### src/capf_defs.svh
// Offsets, field positions, reset values and build-time defaults of the capability field bank.
`ifndef CAPF_DEFS_SVH
`define CAPF_DEFS_SVH

// Register byte offsets on the APB bus.
`define CAPF_OFS_MSIX_CTRL    8'h00
`define CAPF_OFS_MSIX_TABLE   8'h04
`define CAPF_OFS_MSIX_PENDING 8'h08
`define CAPF_OFS_PM_CAP       8'h0c
`define CAPF_OFS_PM_CSR       8'h10
`define CAPF_OFS_RESIZABLE_BAR_HDR     8'h14
`define CAPF_OFS_RESIZABLE_BAR_CAP0    8'h18
`define CAPF_OFS_RESIZABLE_BAR_CTRL0   8'h1c
`define CAPF_OFS_RESIZABLE_BAR_CAP1    8'h20
`define CAPF_OFS_RESIZABLE_BAR_CTRL1   8'h24
`define CAPF_OFS_WIN_SEL      8'h28
`define CAPF_OFS_WIN_DATA     8'h2c
`define CAPF_OFS_STATUS       8'h30

// Word indexes used by the decoder.
`define CAPF_FIELD_WORDS      6'd10
`define CAPF_IDX_WIN_SEL      6'd10
`define CAPF_IDX_WIN_DATA     6'd11
`define CAPF_IDX_STATUS       6'd12
`define CAPF_WIN_LIMIT        4'd10

// Field positions.
`define CAPF_PMC_LSB          16
`define CAPF_PM_NEXT_LSB      8
`define CAPF_PME_D3HOT_BIT    14
`define CAPF_PME_D1_BIT       12
`define CAPF_PME_D0_BIT       11
`define CAPF_D1_SUPPORT_BIT   9
`define CAPF_NO_SOFT_RST_BIT  3
`define CAPF_INDICATOR_LSB    0
`define CAPF_OFFSET_LSB       3
`define CAPF_RESIZABLE_BAR_NEXT_LSB    20
`define CAPF_RESIZABLE_BAR_VER_LSB     16
`define CAPF_RESIZABLE_BAR_COUNT_LSB   5
`define CAPF_RESIZABLE_BAR_SIZE_LSB    4
`define CAPF_RESIZABLE_BAR_EXT_ID      16'h0015

// Reset values.
`define CAPF_RST_WIN_SEL      4'h0
`define CAPF_RST_IGNORED      8'h00
`define CAPF_IGNORED_MAX      8'hff
`define CAPF_RST_RDATA        32'h0000_0000

// Build-time defaults.
`define CAPF_DEF_PM_ID        8'h01
`define CAPF_DEF_PM_NEXT      8'h00
`define CAPF_DEF_PM_VER       3'h3
`define CAPF_DEF_RESIZABLE_BAR_VER     4'h1
`define CAPF_DEF_RESIZABLE_BAR_NEXT    12'h000

`endif

### src/capf_pkg.sv
// Types shared by the capability field bank.
package capf_pkg;

    typedef struct packed {
        logic [31:0] prdata;
        logic        pready;
        logic        pslverr;
        logic [3:0]  window_sel;
        logic [7:0]  ignored_writes;
    } bank_state_t;

    typedef logic [31:0] cap_word_t;

endpackage

### src/msix_cap_fields.sv
// MSI-X locator and table size words, forced to zero while MSI-X is off.
`timescale 1ns/100ps
`include "capf_defs.svh"

module msix_cap_fields (
    input  wire logic               msix_enable,
    input  wire logic [10:0]        msix_table_size_cfg,
    input  wire logic [28:0]        msix_table_offset_cfg,
    input  wire logic [2:0]         msix_table_indicator_cfg,
    input  wire logic [28:0]        msix_pending_offset_cfg,
    input  wire logic [2:0]         msix_pending_indicator_cfg,
    output capf_pkg::cap_word_t     ctrl_word,
    output capf_pkg::cap_word_t     table_word,
    output capf_pkg::cap_word_t     pending_word
);

    always_comb begin
        ctrl_word    = '0;
        table_word   = '0;
        pending_word = '0;
        // RQ5: zero while disabled.
        if (msix_enable) begin
            // RQ4: size in bits 10..0.
            ctrl_word[10:0] = msix_table_size_cfg;
            // RQ3: table offset field.
            table_word[31:`CAPF_OFFSET_LSB] = msix_table_offset_cfg;
            // RQ2: table indicator field.
            table_word[2:`CAPF_INDICATOR_LSB] = msix_table_indicator_cfg;
            // RQ1: pending offset field.
            pending_word[31:`CAPF_OFFSET_LSB] = msix_pending_offset_cfg;
            pending_word[2:`CAPF_INDICATOR_LSB] = msix_pending_indicator_cfg;
        end
    end

endmodule // msix_cap_fields

### src/resizable_bar_cap_fields.sv
// Resizable BAR header, size and control words, all zero unless enabled.
`timescale 1ns/100ps
`include "capf_defs.svh"

module resizable_bar_cap_fields (
    input  wire logic               resize_bar_enable_cfg,
    input  wire logic [3:0]         resize_bar_version_cfg,
    input  wire logic [11:0]        resize_bar_next_pointer_cfg,
    input  wire logic [2:0]         resize_bar_count_cfg,
    input  wire logic [2:0]         resize_bar_index_first_cfg,
    input  wire logic [2:0]         resize_bar_index_second_cfg,
    input  wire logic [19:0]        resize_bar_sizes_first_cfg,
    input  wire logic [19:0]        resize_bar_sizes_second_cfg,
    output capf_pkg::cap_word_t     hdr_word,
    output capf_pkg::cap_word_t     cap0_word,
    output capf_pkg::cap_word_t     ctrl0_word,
    output capf_pkg::cap_word_t     cap1_word,
    output capf_pkg::cap_word_t     ctrl1_word
);

    always_comb begin
        hdr_word   = '0;
        cap0_word  = '0;
        ctrl0_word = '0;
        cap1_word  = '0;
        ctrl1_word = '0;
        // RQ16: present only when enabled.
        if (resize_bar_enable_cfg) begin
            // RQ17: 12-bit next offset.
            hdr_word[31:`CAPF_RESIZABLE_BAR_NEXT_LSB] = resize_bar_next_pointer_cfg;
            hdr_word[19:`CAPF_RESIZABLE_BAR_VER_LSB]  = resize_bar_version_cfg;
            hdr_word[15:0]                   = `CAPF_RESIZABLE_BAR_EXT_ID;
            // RQ20: sizes in 23..4, rest zero.
            cap0_word[23:`CAPF_RESIZABLE_BAR_SIZE_LSB] = resize_bar_sizes_first_cfg;
            cap1_word[23:`CAPF_RESIZABLE_BAR_SIZE_LSB] = resize_bar_sizes_second_cfg;
            // RQ18: count in bits 7..5.
            ctrl0_word[7:`CAPF_RESIZABLE_BAR_COUNT_LSB] = resize_bar_count_cfg;
            ctrl0_word[2:0] = resize_bar_index_first_cfg;
            // RQ21: second index zero.
            if (resize_bar_count_cfg > 3'd1) begin
                ctrl1_word[2:0] = resize_bar_index_second_cfg;
            end
        end
    end

endmodule // resizable_bar_cap_fields

### src/pcie_capability_field_config.sv
// APB register bank presenting the build-time capability fields of the endpoint.
//
// Function
// RQ1: Pending array offset is 29-bit build value.
// RQ2: Table indicator is 3-bit build value.
// RQ3: Table offset is 29-bit build value.
// RQ4: Table size drives message control bits 10..0.
// RQ5: MSI-X off zeroes all locator fields.
// RQ6: Vector table itself lives outside this block.
// RQ7: Power capability has 8-bit identifier.
// RQ8: Power capability has 8-bit next pointer.
// RQ9: Bit 14 set for PME from D3hot.
// RQ10: Bit 12 set for PME from D1.
// RQ11: Bit 11 set for PME from D0.
// RQ12: Bit 9 set for D1 support.
// RQ13: Power capability carries 3-bit version.
// RQ14: Control bit 3 reports no soft reset.
// RQ15: All functions report first function's power values.
// RQ16: Resizable BAR exists only when enabled.
// RQ17: Resizable BAR has 12-bit next offset.
// RQ18: BAR count sits in control bits 7..5.
// RQ19: First control register holds lowest index; the code places resize_bar_index_first_cfg unchecked.
// RQ20: Size vector 20 bits, edges read zero.
// RQ21: Second index zero for one or fewer.
// RQ22: Second index not below the first; the code passes resize_bar_index_second_cfg unchecked.
// RQ23: Fields are constants, writes cannot change them.
//
// Chosen here: the APB interface to the registers and the placing of the registers.
`timescale 1ns/100ps
`include "capf_defs.svh"

module pcie_capability_field_config #(
    parameter logic        msix_enable_cfg             = 1'b1,
    parameter logic [10:0] msix_table_size_cfg         = 11'h000,
    parameter logic [28:0] msix_table_offset_cfg       = 29'h0000_0000,
    parameter logic [2:0]  msix_table_indicator_cfg    = 3'h0,
    parameter logic [28:0] msix_pending_offset_cfg     = 29'h0000_0000,
    parameter logic [2:0]  msix_pending_indicator_cfg  = 3'h0,
    parameter logic [7:0]  power_cap_identifier_cfg    = `CAPF_DEF_PM_ID,
    parameter logic [7:0]  power_cap_next_pointer_cfg  = `CAPF_DEF_PM_NEXT,
    parameter logic        pme_from_d3hot_cfg          = 1'b0,
    parameter logic        pme_from_d1_cfg             = 1'b0,
    parameter logic        pme_from_d0_cfg             = 1'b0,
    parameter logic        d1_state_support_cfg        = 1'b0,
    parameter logic [2:0]  power_spec_version_cfg      = `CAPF_DEF_PM_VER,
    parameter logic        no_soft_reset_cfg           = 1'b0,
    parameter logic        resize_bar_enable_cfg       = 1'b0,
    parameter logic [3:0]  resize_bar_version_cfg      = `CAPF_DEF_RESIZABLE_BAR_VER,
    parameter logic [11:0] resize_bar_next_pointer_cfg = `CAPF_DEF_RESIZABLE_BAR_NEXT,
    parameter logic [2:0]  resize_bar_count_cfg        = 3'h0,
    parameter logic [2:0]  resize_bar_index_first_cfg  = 3'h0,
    parameter logic [2:0]  resize_bar_index_second_cfg = 3'h0,
    parameter logic [19:0] resize_bar_sizes_first_cfg  = 20'h0_0000,
    parameter logic [19:0] resize_bar_sizes_second_cfg = 20'h0_0000
) (
    input  wire logic        pclk,
    input  wire logic        presetn,
    input  wire logic        psel,
    input  wire logic        penable,
    input  wire logic        pwrite,
    input  wire logic [7:0]  paddr,
    input  wire logic [31:0] pwdata,
    output logic      [31:0] prdata,
    output logic             pready,
    output logic             pslverr
);

    capf_pkg::bank_state_t state_reg;
    capf_pkg::bank_state_t state_next;

    capf_pkg::cap_word_t   field_word [0:9];
    capf_pkg::cap_word_t   field_mask [0:9];
    logic [9:0]            field_hit;
    logic [9:0]            window_hit;
    logic [15:0]           pmc_value;
    logic [5:0]            word_index;
    logic                  addr_mapped;
    logic                  setup_phase;
    logic                  write_done;
    capf_pkg::cap_word_t   direct_data;
    capf_pkg::cap_word_t   window_data;
    capf_pkg::cap_word_t   read_data;

    // MSI-X locators and size.
    msix_cap_fields u_msix (
        .msix_enable                (msix_enable_cfg),
        .msix_table_size_cfg        (msix_table_size_cfg),
        .msix_table_offset_cfg      (msix_table_offset_cfg),
        .msix_table_indicator_cfg   (msix_table_indicator_cfg),
        .msix_pending_offset_cfg    (msix_pending_offset_cfg),
        .msix_pending_indicator_cfg (msix_pending_indicator_cfg),
        .ctrl_word                  (field_word[0]),
        .table_word                 (field_word[1]),
        .pending_word               (field_word[2])
    );

    // Resizable BAR structure.
    resizable_bar_cap_fields u_resizable_bar (
        .resize_bar_enable_cfg       (resize_bar_enable_cfg),
        .resize_bar_version_cfg      (resize_bar_version_cfg),
        .resize_bar_next_pointer_cfg (resize_bar_next_pointer_cfg),
        .resize_bar_count_cfg        (resize_bar_count_cfg),
        .resize_bar_index_first_cfg  (resize_bar_index_first_cfg),
        .resize_bar_index_second_cfg (resize_bar_index_second_cfg),
        .resize_bar_sizes_first_cfg  (resize_bar_sizes_first_cfg),
        .resize_bar_sizes_second_cfg (resize_bar_sizes_second_cfg),
        .hdr_word                    (field_word[5]),
        .cap0_word                   (field_word[6]),
        .ctrl0_word                  (field_word[7]),
        .cap1_word                   (field_word[8]),
        .ctrl1_word                  (field_word[9])
    );

    // Power management capabilities value; the single set of first-function
    // settings is shared by every function, so no per-function copy exists.
    always_comb begin
        pmc_value = '0;
        // RQ13: version field.
        pmc_value[2:0] = power_spec_version_cfg;
        // RQ12: D1 support bit.
        pmc_value[`CAPF_D1_SUPPORT_BIT] = d1_state_support_cfg;
        // RQ11: PME from D0.
        pmc_value[`CAPF_PME_D0_BIT] = pme_from_d0_cfg;
        // RQ10: PME from D1.
        pmc_value[`CAPF_PME_D1_BIT] = pme_from_d1_cfg;
        // RQ9: PME from D3hot.
        pmc_value[`CAPF_PME_D3HOT_BIT] = pme_from_d3hot_cfg;
    end

    // RQ7: identifier and RQ8 next pointer.
    assign field_word[3] = {pmc_value,
                            power_cap_next_pointer_cfg,
                            power_cap_identifier_cfg};

    // RQ14: no soft reset bit, RQ15 shared value.
    assign field_word[4] = {28'h000_0000, no_soft_reset_cfg, 3'h0};

    // Word decode and read muxing, one slice per field word.
    assign word_index = paddr[7:2];

    genvar g;
    generate
        for (g = 0; g < 10; g = g + 1) begin : g_field
            assign field_hit[g]  = (word_index == 6'(g));
            assign window_hit[g] = (state_reg.window_sel == 4'(g));
            assign field_mask[g] = field_hit[g] ? field_word[g] : 32'h0000_0000;
        end
    endgenerate

    always_comb begin
        direct_data = '0;
        window_data = '0;
        for (int i = 0; i < 10; i++) begin
            direct_data = direct_data | field_mask[i];
            if (window_hit[i]) begin
                window_data = field_word[i];
            end
        end
    end

    // Unaligned or out-of-range addresses get an error answer.
    assign addr_mapped = (paddr[1:0] == 2'b00) && (word_index <= `CAPF_IDX_STATUS);

    always_comb begin
        case (word_index)
            `CAPF_IDX_WIN_SEL: begin
                read_data = {28'h000_0000, state_reg.window_sel};
            end
            `CAPF_IDX_WIN_DATA: begin
                read_data = window_data;
            end
            `CAPF_IDX_STATUS: begin
                read_data = {24'h00_0000, state_reg.ignored_writes};
            end
            default: begin
                read_data = (word_index < `CAPF_FIELD_WORDS) ? direct_data : 32'h0000_0000;
            end
        endcase
    end

    assign setup_phase = psel & ~penable;
    assign write_done  = psel & penable & state_reg.pready & ~state_reg.pslverr & pwrite;

    always_comb begin
        state_next         = state_reg;
        state_next.pready  = 1'b0;
        state_next.pslverr = 1'b0;
        // The answer is prepared in the setup cycle so the access phase
        // completes on its first edge with no wait state.
        if (setup_phase) begin
            state_next.pready  = 1'b1;
            state_next.pslverr = ~addr_mapped;
            state_next.prdata  = (pwrite || !addr_mapped) ? 32'h0000_0000 : read_data;
        end
        if (write_done) begin
            if (word_index == `CAPF_IDX_WIN_SEL) begin
                state_next.window_sel = pwdata[3:0];
            // RQ23: field writes ignored, counted.
            end else if (state_reg.ignored_writes != `CAPF_IGNORED_MAX) begin
                state_next.ignored_writes = state_reg.ignored_writes + 8'h01;
            end
        end
    end

    always_ff @(posedge pclk or negedge presetn) begin
        if (!presetn) begin
            state_reg.prdata         <= `CAPF_RST_RDATA;
            state_reg.pready         <= 1'b0;
            state_reg.pslverr        <= 1'b0;
            state_reg.window_sel     <= `CAPF_RST_WIN_SEL;
            state_reg.ignored_writes <= `CAPF_RST_IGNORED;
        end else begin
            state_reg <= state_next;
        end
    end

    assign prdata  = state_reg.prdata;
    assign pready  = state_reg.pready;
    assign pslverr = state_reg.pslverr;

endmodule // pcie_capability_field_config

### config.mk
export PLATFORM = sky130hd
export DESIGN_NAME = pcie_capability_field_config
export DESIGN_NICKNAME = d
export VERILOG_FILES = /design/src/capf_pkg.sv /design/src/msix_cap_fields.sv /design/src/resizable_bar_cap_fields.sv /design/src/pcie_capability_field_config.sv
export VERILOG_INCLUDE_DIRS = /design/src
export SDC_FILE = /design/constraint.sdc
export NUM_CORES = 1
export LEC_CHECK = 0
export ABC_AREA = 1
export BUFFER_PORTS_ARGS = -buffer_cell sky130_fd_sc_hd__buf_4
export CORE_ASPECT_RATIO = 0.6
export CORE_MARGIN = 2
export CORE_UTILIZATION = 45
export CTS_CLUSTER_SIZE = 40
export DETAILED_ROUTE_END_ITERATION = 8
export GPL_TIMING_DRIVEN = 0
export PLACE_DENSITY = 0.8
export RECOVER_POWER = 100
export SLEW_MARGIN = 25
export SYNTH_ARGS = -nofsm -noshare
export SYNTH_HDL_FRONTEND = slang
export SYNTH_SLANG_ARGS = --single-unit
### constraint.sdc
create_clock -name pclk -period 1.4 [get_ports pclk]
set_input_delay 0.21 -clock pclk [delete_from_list [all_inputs] [get_ports pclk]]
set_output_delay 0.21 -clock pclk [all_outputs]
set_load 0.02 [all_outputs]
# --- Word level (Yosys, flattened, before mapping) ---
# Index checks and enable logic that the tools add are counted.
totals:
  word_cells: 47
  out_inout_bits: 34
  regBits: 46
  input_bits: 45
op_classes:
  order_cmp: 2
  bitwise: 9
  muxes: 12
  eq_ne: 12
  reduce_logical: 6
  addsub: 1
op_table:
  columns: ["cell", "n"]
  rows:
  - ["$mux 32", 7]
  - ["$pmux 32 s3", 1]
  - ["$mux 18", 3]
  - ["$eq 6x4->1 const B", 3]
  - ["$eq 4x3->1 const B", 4]
  - ["$add 8x1->8 const B", 1]
  - ["$eq 4x4->1 const B", 2]
  - ["$ne 8x8->1 const B", 1]
  - ["$eq 6x2->1 const B", 1]
  - ["$le 6x4->1 const B", 1]
  - ["$lt 6x4->1 const B", 1]
  - ["$and 1x1->1", 5]
  - ["$eq 4x2->1 const B", 1]
  - ["$not 1->1", 4]
  - ["$reduce_and 3->1", 1]
  - ["$logic_not 2->1", 1]
  - ["$mux 2", 1]
  - ["$reduce_and 2->1", 1]
  - ["$logic_and 1x1->1", 1]
  - ["$logic_not 1->1", 1]
  - ["$logic_or 1x1->1", 1]

# --- Logic depth before layout (Yosys ltp) ---
# Gate-level depths: netlist of the first run.
depth:
  depth_word: 10
  mapped_depth: 9
  mapped_depth_nobuf: 9

# --- Cells and area by module ---
# A second synthesis of the first run with hierarchy kept.
hier_totals:
  hier_cells: 1804
  hier_area_um2: 9076.2
modules_own_cells:
  columns: ["mod", "area_each_um2", "n_inst", "cells_per_inst", "seq_area_each_um2"]
  rows:
  - ["pcie_capability_field_config", 7019.2, 1, 1390, 1151.1]
  - ["resizable_bar_cap_fields", 1277.5, 1, 234, 0.0]
  - ["msix_cap_fields", 779.5, 1, 180, 0.0]

# --- Worst setup path after synthesis of the first run ---
# OpenSTA, ideal clock, no wires.
synth_path:
  path_type: "reg2reg"
  startpoint: "register state_reg[0] in the netlist's numbering"
  endpoint: "register state_reg[3] in the netlist's numbering"
  path_stages_with_launch: 8
  path_buffers: 1
  synth_period_minus_slack_ns: 1.249
  setup_ns: 0.074
  setup_slack_ns: 0.151
  t_required_ns: 1.326
  t_arrival_ns: 1.175
  path_cell_list: "dfrtp_1 ha_1 nand2_1 nor2_1 nor2_2 buf_6 nand2_1 o21ai_2"
synth_between:
  elab_chain_cells: 2
  elab_cells_between_ends: 3
  cone_classes: "add/sub (1); eq/ne (1); reduce/logical (1)"
synth_lines:
  columns: ["element", "line_no", "rtl"]
  rows:
  - ["start, declared", "pcie_capability_field_config.sv:68", "capf_pkg::bank_state_t state_reg;"]
  - ["start signal, assigned", "pcie_capability_field_config.sv:213", "state_reg <= state_next;"]
  - ["parallel branches: the longest is 2 deep, another holds $add 8x1->8", null, null]
# Several ways; the timed one is not identified.
# A chain may end at the register's enable or synchronous reset.

# --- Worst setup path in the final report of the first run ---
layout_path:
  startpoint: "register state_reg[1] in the netlist's numbering"
  endpoint: "register state_reg[3] in the netlist's numbering"
# Same word-level chain as after synthesis.

==> results of run 1 <==
-- per-stage QoR --
stage               hold WS, ps  power (mW)
finish                      199        1.53
CTS                         129        1.54
global placement            116        1.11
detailed placement          121        1.13
floorplan                 -85.6        1.02
global route                203        1.63
-- cell type report --
| class | count | area, µm² |
|---|---|---|
| well taps | 45 | 56.3 |
| fillers | 322 | 1360 |
| plain buffers | 33 | 251 |
| repair buffers | 31 | 188 |
| clock inverters | 1 | 5.00 |
| flip-flops and latches | 23 | 577 |
| inverters | 28 | 105 |
| multi-input cells | 146 | 677 |
| clock buffers | 3 | 41.3 |
-- power by group --
| group | internal, mW | switching [mW] | total (mW) |
|---|---|---|---|
| sequential | 0.713 | 0.0553 | 0.769 |
| combinational | 0.155 | 0.211 | 0.366 |
| clock | 0.198 | 0.201 | 0.399 |
| total | 1.07 | 0.467 | 1.53 |
-- kinds of logic (layout without fill, tap and decap cells) --
logic type | after synthesis | after routing | share of synthesized area
other | 1 | 22 | 0.00245
buffers and inverters | 61 | 96 | 0.233
XOR/XNOR | 5 | 5 | 0.0286
flip-flops | 23 | 23 | 0.376
AO/OA/AOI/OAI | 11 | 11 | 0.0433
AND/OR/NAND/NOR | 107 | 107 | 0.308
adder cells (fa/ha/maj) | 1 | 1 | 0.00818
-- final timing paths --
kind | startpoint | endpoint | slack (ps)
worst min register to register | state_reg[10] | state_reg[10] | 490
worst max register to register | state_reg[1] | state_reg[3] | 90
max in group asynchronous | presetn | state_reg[2] | 510
worst min-delay path | pwdata[2] | state_reg[10] | 200
min in group asynchronous | presetn | pslverr | 470
worst max-delay path | state_reg[1] | state_reg[3] | 90
-- timing repair --
item | in CTS | in global routing
cloned | 0 | 1
hold buffers | 1 | 0
buffers inserted | 1 | 0
endpoints found under the setup margin | 1 | 7
endpoints found under the hold margin | 23 | 0
pin swaps | 0 | 1
gates resized for setup | 0 | 7
-- critical path, stage by stage (launching register included) --
cell and delay (ps):
dfrtp_1 380, ha_2 220, nand2_1 80, nor2_1 190, nor2_4 70, buf_6 130, nand2_1 70, o21ai_2 60
-- layout by cell type (no fill, tap or decap), types with 2 or more instances in the layout --
master    netlist  layout
o21ai_2         3       3
clkbuf_4        0       2
clkbuf_8        0       3
nand2_1        62      62
buf_6           1       2
xor2_1          4       4
o21ai_0         7       7
nand2_2         3       3
nor2_1         11      12
buf_4          32      45
dfrtp_1        23      22
inv_1          27      26
nor2_4          2       2
conb_1          1      22
nand3_1        23      23
clkbuf_1        0      13
-- layer usage --
| layer | vias up | track usage | part of all wire |
|---|---|---|---|
| met5 | - | 0 | 0 |
| met4 | 0 | 0.00862 | 0 |
| met3 | 0 | 0.0444 | 0.070 |
| met2 | 34 | 0.254 | 0.43 |
| met1 | 586 | 0.244 | 0.50 |
| li1 | 700 | - | - |
==> parameters.txt, run 1 <==
Parameter                              Value

Outcome
  Outcome    complete, no violations

Setup path
  Critical path class    register to register
  Number of cell instances on the worst register-to-register path    7
  Crit path capture type    register
  Kind of launch point of the worst setup path    register
  Critical path data arrival time    1460 ps
  WP data required    1550 ps
  CP Max Fanout    5

Synthesis
  Synthesized flop and latch total    23
  Number of library cell types mapped by synthesis    22
  Dominant cell by count in the synthesized netlist    nand2_1
  Synth Area per Inst    7.32 µm²
  Post-synthesis instance area    roughly 1500 µm²
  Fraction of the yosys area taken by sequential cells    0.376
  Main synth FF type    dfrtp_1
  Yosys Warn Count    0
  Post-synth top area cell    dfrtp_1
  Asr flop ratio synth    1.00
  Area share of the largest cell type after synthesis    0.376
  Ranking of synthesized cells by instance count    nand2_1 (62), buf_4 (32), inv_1 (27)
  Area contributors post-synth    dfrtp_1 (38%), buf_4 (16%), nand2_1 (15%), nand3_1 (7.5%), inv_1 (6.6%)
  Number of synthesized flops with an enable pin    0
  Count of mapped cells out of synthesis    209

Global route
  GRT overflow    0
  Number of antenna violations at the first check in global routing    0
  Pin count of the biggest net entering global routing    24
  Global-route wire length before repair    5.12 mm
  Number of global-route vias before repair    around 1.1k
  GRT Overall Usage    0.165

Timing
  Worst-margin pin slew    roughly 580 ps
  Setup-violating endpoint count in the final report    0
  Crit path setup slack, layout    about 92 ps
  Pins over their slew limit    0
  Final hold violation count    0
  Final min period    roughly 1300 ps
  Maximum achievable frequency    765 MHz
  Setup TNS    0 ps
  Setup repair after global routing missed its margin    false
  Max-Slew Margin vs Limit    0.613
  Largest clock skew in the final design    4.35 ps
  Ratio of final minimum period to clock period    0.934

Clock network
  Worst skew pair latency    260 ps
  Clock-pin slew on the worst setup and hold paths    70 ps
  Deepest level of the CTS H-tree    1
  Maximum buffer depth of the clock tree    2
  CTS tree    yes
  Number of clock buffers inserted by TritonCTS    3
  Cell chosen for the clock root    clkbuf_8
  Clock sinks    23

Layout
  Fraction of layout instances using a drive strength above 1    0.253
  Ant. Diodes    0
  Number of flip-flops in the largest register    12
  Final non-filler cell total    310
  Post-layout utilization of the core    0.582
  Post-layout nets    312
  Area delta synth->final    24.2%
  Final non-filler cell area    1900 µm²

Worst hold path
  Class of the worst hold path    primary input to register
  Instance count along the most critical hold path    3

Place
  Total cell area at the placement stage    1880 µm²
  Post-place setup slack    8.08 ps
  Count of port buffers added during placement    28
  Final RePlAce weighted congestion    0.811
  Placed instance count    303
  Detailed-placement wirelength estimate    2.48 mm

Routing
  Total vias in the final route    approximately 1.3k
  Routed wire length    3.06 mm
  Starting DRC count in detailed routing    44
  Post-route antenna net violation count    0
  DRC Markers    0
  Post-detailed-route via-to-cell ratio    4.26
  Drt wl/cell    9.88 µm
  Number of iterations in the first detailed-routing pass    4

Die
  Die footprint    3900 µm²
  Initial standard-cell utilization of the core    0.469
  Placeable core region    3260 µm²
  I/O pin count    79
  Die span in x    79.3 µm
  Rows    16
  Die Span Y    49.2 µm

Flow run
  Count of maximum capacitance violations    0

Pwr
  Areal power density over the cells    807 nW/µm²
  Maximum ir drop on the vdd rail    0.667 mV
  Leakage    around 1.1 nW
Note: power is estimated with default switching activity, not from simulation.
==> inputs of run 2 (changes only) <==
--- a/config.mk
+++ b/config.mk
@@ -6,11 +6,10 @@
 export SDC_FILE = /design/constraint.sdc
 export NUM_CORES = 1
 export LEC_CHECK = 0
-export ABC_AREA = 1
 export BUFFER_PORTS_ARGS = -buffer_cell sky130_fd_sc_hd__buf_4
 export CORE_ASPECT_RATIO = 0.6
 export CORE_MARGIN = 2
-export CORE_UTILIZATION = 45
+export CORE_UTILIZATION = 44
 export CTS_CLUSTER_SIZE = 40
 export DETAILED_ROUTE_END_ITERATION = 8
 export GPL_TIMING_DRIVEN = 0
==> run 2 against run 1 <==
Against the previous run:
- the flow now finishes with violations (setup timing)
- sequential cell count is the same
- final area shrank 2.4%
- final cell count shrank 23%
- worst hold slack lost 32 ps
- critical path depth shrank 3
- critical path type unchanged
- critical endpoint is now state_reg[4]
- largest cell class unchanged
==> parameters.txt, run 2 <==
Parameter                              Value

Routing
  Routed wire length    2.92 mm (was 3.06 mm)
  Starting DRC count in detailed routing    72 (was 44)
  Number of iterations in the first detailed-routing pass    4 (unchanged)
  Post-route antenna net violation count    0 (unchanged)
  Total vias in the final route    1104 (was 1320)
  DRC Markers    0 (unchanged)
  Post-detailed-route via-to-cell ratio    4.64 (was 4.26)
  Drt wl/cell    12.3 µm (was 9.88 µm)

Setup path
  WP data required    1560 ps (was 1550 ps)
  Critical path class    register to register (unchanged)
  Crit path capture type    register (unchanged)
  Reg-to-reg slack, setup    -40 ps (was 90 ps)
  Kind of launch point of the worst setup path    register (unchanged)
  Critical path data arrival time    1600 ps (was 1460 ps)
  CP Max Fanout    7 (was 5)

Outcome
  Outcome    finished, violations left (was complete, no violations)
  Failing checks    setup timing

Timing
  Largest clock skew in the final design    1.90 ps (was 4.35 ps)
  Crit path setup slack, layout    -41.5 ps (was 92.2 ps)
  Max-Slew Margin vs Limit    0.626 (was 0.613)
  Final min period    1440 ps (was 1310 ps)
  Setup-violating endpoint count in the final report    4 (was 0)
  Hold Slack    167 ps (was 199 ps)
  Setup repair after global routing missed its margin    true (was false)
  Worst-margin pin slew    561 ps (was 580 ps)
  Pins over their slew limit    0 (unchanged)
  Ratio of final minimum period to clock period    1.03 (was 0.934)
  Maximum achievable frequency    694 MHz (was 765 MHz)
  Final hold violation count    0 (unchanged)
  Setup TNS    -91.7 ps (was 0 ps)

Synthesis
  Synthesized flop and latch total    23 (unchanged)
  Post-synth top area cell    dfrtp_1 (unchanged)
  Area share of the largest cell type after synthesis    0.411 (was 0.376)
  Main synth FF type    dfrtp_1 (unchanged)
  Count of mapped cells out of synthesis    138 (was 209)
  Post-synthesis instance area    1400 µm² (was 1530 µm²)
  Ranking of synthesized cells by instance count    buf_4 (32), dfrtp_1 (23), nand2_1 (10) (was nand2_1 (62), buf_4 (32), inv_1 (27))
  Dominant cell by count in the synthesized netlist    buf_4 (was nand2_1)
  Yosys Warn Count    0 (unchanged)
  Number of synthesized flops with an enable pin    0 (unchanged)
  Area contributors post-synth    dfrtp_1 (41%), buf_4 (17%), mux2_2 (3.2%), nand2_1 (2.7%), a22o_1 (2.5%) (was dfrtp_1 (38%), buf_4 (16%), nand2_1 (15%), nand3_1 (7.5%), inv_1 (6.6%))
  Synth Area per Inst    10.1 µm² (was 7.32 µm²)
  Number of library cell types mapped by synthesis    39 (was 22)
  Fraction of the yosys area taken by sequential cells    0.411 (was 0.376)
  Asr flop ratio synth    1.00 (unchanged)

Pwr
  Areal power density over the cells    816 nW/µm² (was 807 nW/µm²)
  Leakage    0.900 nW (was 1.09 nW)
  Sw Pwr    441 µW (was 467 µW)
  Fraction of power spent switching nets    0.291 (was 0.305)
  Maximum ir drop on the vdd rail    0.538 mV (was 0.667 mV)
  Internal power of the cells    1.07 mW (about the same)
  Sequential group share of total power    0.482 (was 0.501)
  Relative contribution of the clock network to total power    0.275 (was 0.260)
  Fraction of power consumed by combinational cells    0.243 (was 0.239)
  Total power of the final layout    1.51 mW (was 1.53 mW)

Global route
  Global-route wire length before repair    4.85 mm (was 5.12 mm)
  GRT overflow    0 (unchanged)
  GRT Overall Usage    0.177 (was 0.165)
  Number of antenna violations at the first check in global routing    0 (unchanged)
  Pin count of the biggest net entering global routing    24 (unchanged)
  Number of global-route vias before repair    990 (was 1116)

Worst hold path
  Class of the worst hold path    primary input to register (unchanged)

Clock network
  Cell chosen for the clock root    clkbuf_8 (unchanged)
  Deepest level of the CTS H-tree    1 (unchanged)
  Maximum buffer depth of the clock tree    2 (unchanged)
  Worst skew pair latency    270 ps (was 260 ps)
  Clock-pin slew on the worst setup and hold paths    80 ps (was 70 ps)
  Clock sinks    23 (unchanged)
  Number of clock buffers inserted by TritonCTS    3 (unchanged)
  CTS tree    yes (unchanged)

Layout
  Fraction of layout instances using a drive strength above 1    0.388 (was 0.253)
  Ant. Diodes    0 (unchanged)
  Area delta synth->final    32.4% (was 24.2%)
  Most frequent standard cell in the layout excluding fill and tap cells    buf_4 (was nand2_1)
  Final non-filler cell total    238 (was 310)
  Most frequent cells in the layout    buf_4 (48), dfrtp_1 (23), conb_1 (22) (was nand2_1 (62), buf_4 (45), inv_1 (26))
  Post-layout nets    243 (was 312)
  FILL cells    257 (was 322)
  Post-layout utilization of the core    0.629 (was 0.582)
  Number of flip-flops in the largest register    12 (unchanged)

Place
  Count of port buffers added during placement    27 (was 28)
  Final RePlAce weighted congestion    0.848 (was 0.811)
  Detailed-placement wirelength estimate    2.25 mm (was 2.48 mm)
  Placed instance count    228 (was 303)

Die
  I/O pin count    79 (unchanged)
  Initial standard-cell utilization of the core    0.475 (was 0.469)
  Die Span Y    47.7 µm (was 49.2 µm)
  Rows    15 (was 16)
  Die span in x    76.8 µm (was 79.3 µm)
  Placeable core region    2950 µm² (was 3260 µm²)
  Die footprint    3660 µm² (was 3900 µm²)

Flow run
  Count of maximum capacitance violations    0 (unchanged)
run 2: cell count changes in the layout (fill, tap and decap cells not counted), moves of 3 or more:
cell	previous run	this run
nand3_1	23	1
nand2_1	62	10
o21ai_2	3	0
nand2_2	3	0
a22oi_1	0	3
buf_4	45	48
nor2_1	12	4
nand2b_1	0	3
inv_1	26	4
a22o_1	0	4
mux2_2	0	4
run 2: per-layer routing:
layer	vias to the layer above	part of all wire	global-route usage
met3	2	0.076	0.0453
met5	-	0	0
met4	0	0.0062	0.0436
met2	43	0.45	0.307
li1	550	-	-
met1	509	0.47	0.232
run 2: timing repair:
action	4_1_cts	5_1_grt
buffers inserted	5	0
hold buffers	1	0
setup endpoints to repair	7	15
pin swaps	2	0
gates cloned	0	0
endpoints found under the hold margin	23	0
resized for setup	7	5
run 2: final cells by class:
| cell class | count | area [µm²] | area share |
|---|---|---|---|
| clock buffers | 3 | 41.3 | 0.0223 |
| clock inverters | 1 | 5.00 | 0.00270 |
| repair buffers | 33 | 218 | 0.117 |
| inverters | 4 | 15.0 | 0.00810 |
| multi-input cells | 98 | 688 | 0.371 |
| well taps | 42 | 52.6 | 0.0283 |
| plain buffers | 34 | 259 | 0.140 |
| flip-flops and latches | 23 | 576 | 0.310 |
run 2: power groups by stage:
stage / logic (mW) / clock network [mW] / registers (mW)
after floorplan: 0.206 / 0 / 0.749
after global placement: 0.281 / 0 / 0.755
after detailed placement: 0.293 / 0 / 0.758
after CTS: 0.369 / 0.422 / 0.725
after global routing: 0.405 / 0.453 / 0.734
final: 0.368 / 0.417 / 0.729
run 2: worst paths after layout:
| kind | to | startpoint | depth (start not counted) |
|---|---|---|---|
| max | state_reg[4] | pslverr | 4 |
| min | state_reg[9] | pwdata[1] | 2 |
| max reg2reg | state_reg[4] | pslverr | 4 |
| min reg2reg | prdata[1] | prdata[1] | 2 |
| max in group asynchronous | state_reg[5] | presetn | 2 |
| min in group asynchronous | prdata[7] | presetn | 2 |
run 2: cells by family (layout without fill, tap and decap cells):
logic type	count (synthesis)	in the layout	synth area share
and+or+nand+nor	39	39	0.159
adders and majority gates	1	1	0.00894
AOI/OAI and AO/OA	26	26	0.147
muxes	6	6	0.0536
xor gates and xnor gates	4	4	0.0250
DFF	23	23	0.411
other	1	22	0.00268
buffers and inverters	38	75	0.193
run 2: per-stage QoR:
step,setup WS (ps),cell area [µm²]
after floorplan,-194,1500
after global placement,-316,1750
after detailed placement,-331,1750
after CTS,-14.7,1870
after global routing,-91.4,1850
final,-41.5,1850
run 2: critical path, cell delays in order, from the launching register on:
cell and delay [ps]:
dfrtp_1 380, and4b_2 330, o211ai_4 140, nor2_2 170, mux2_4 310
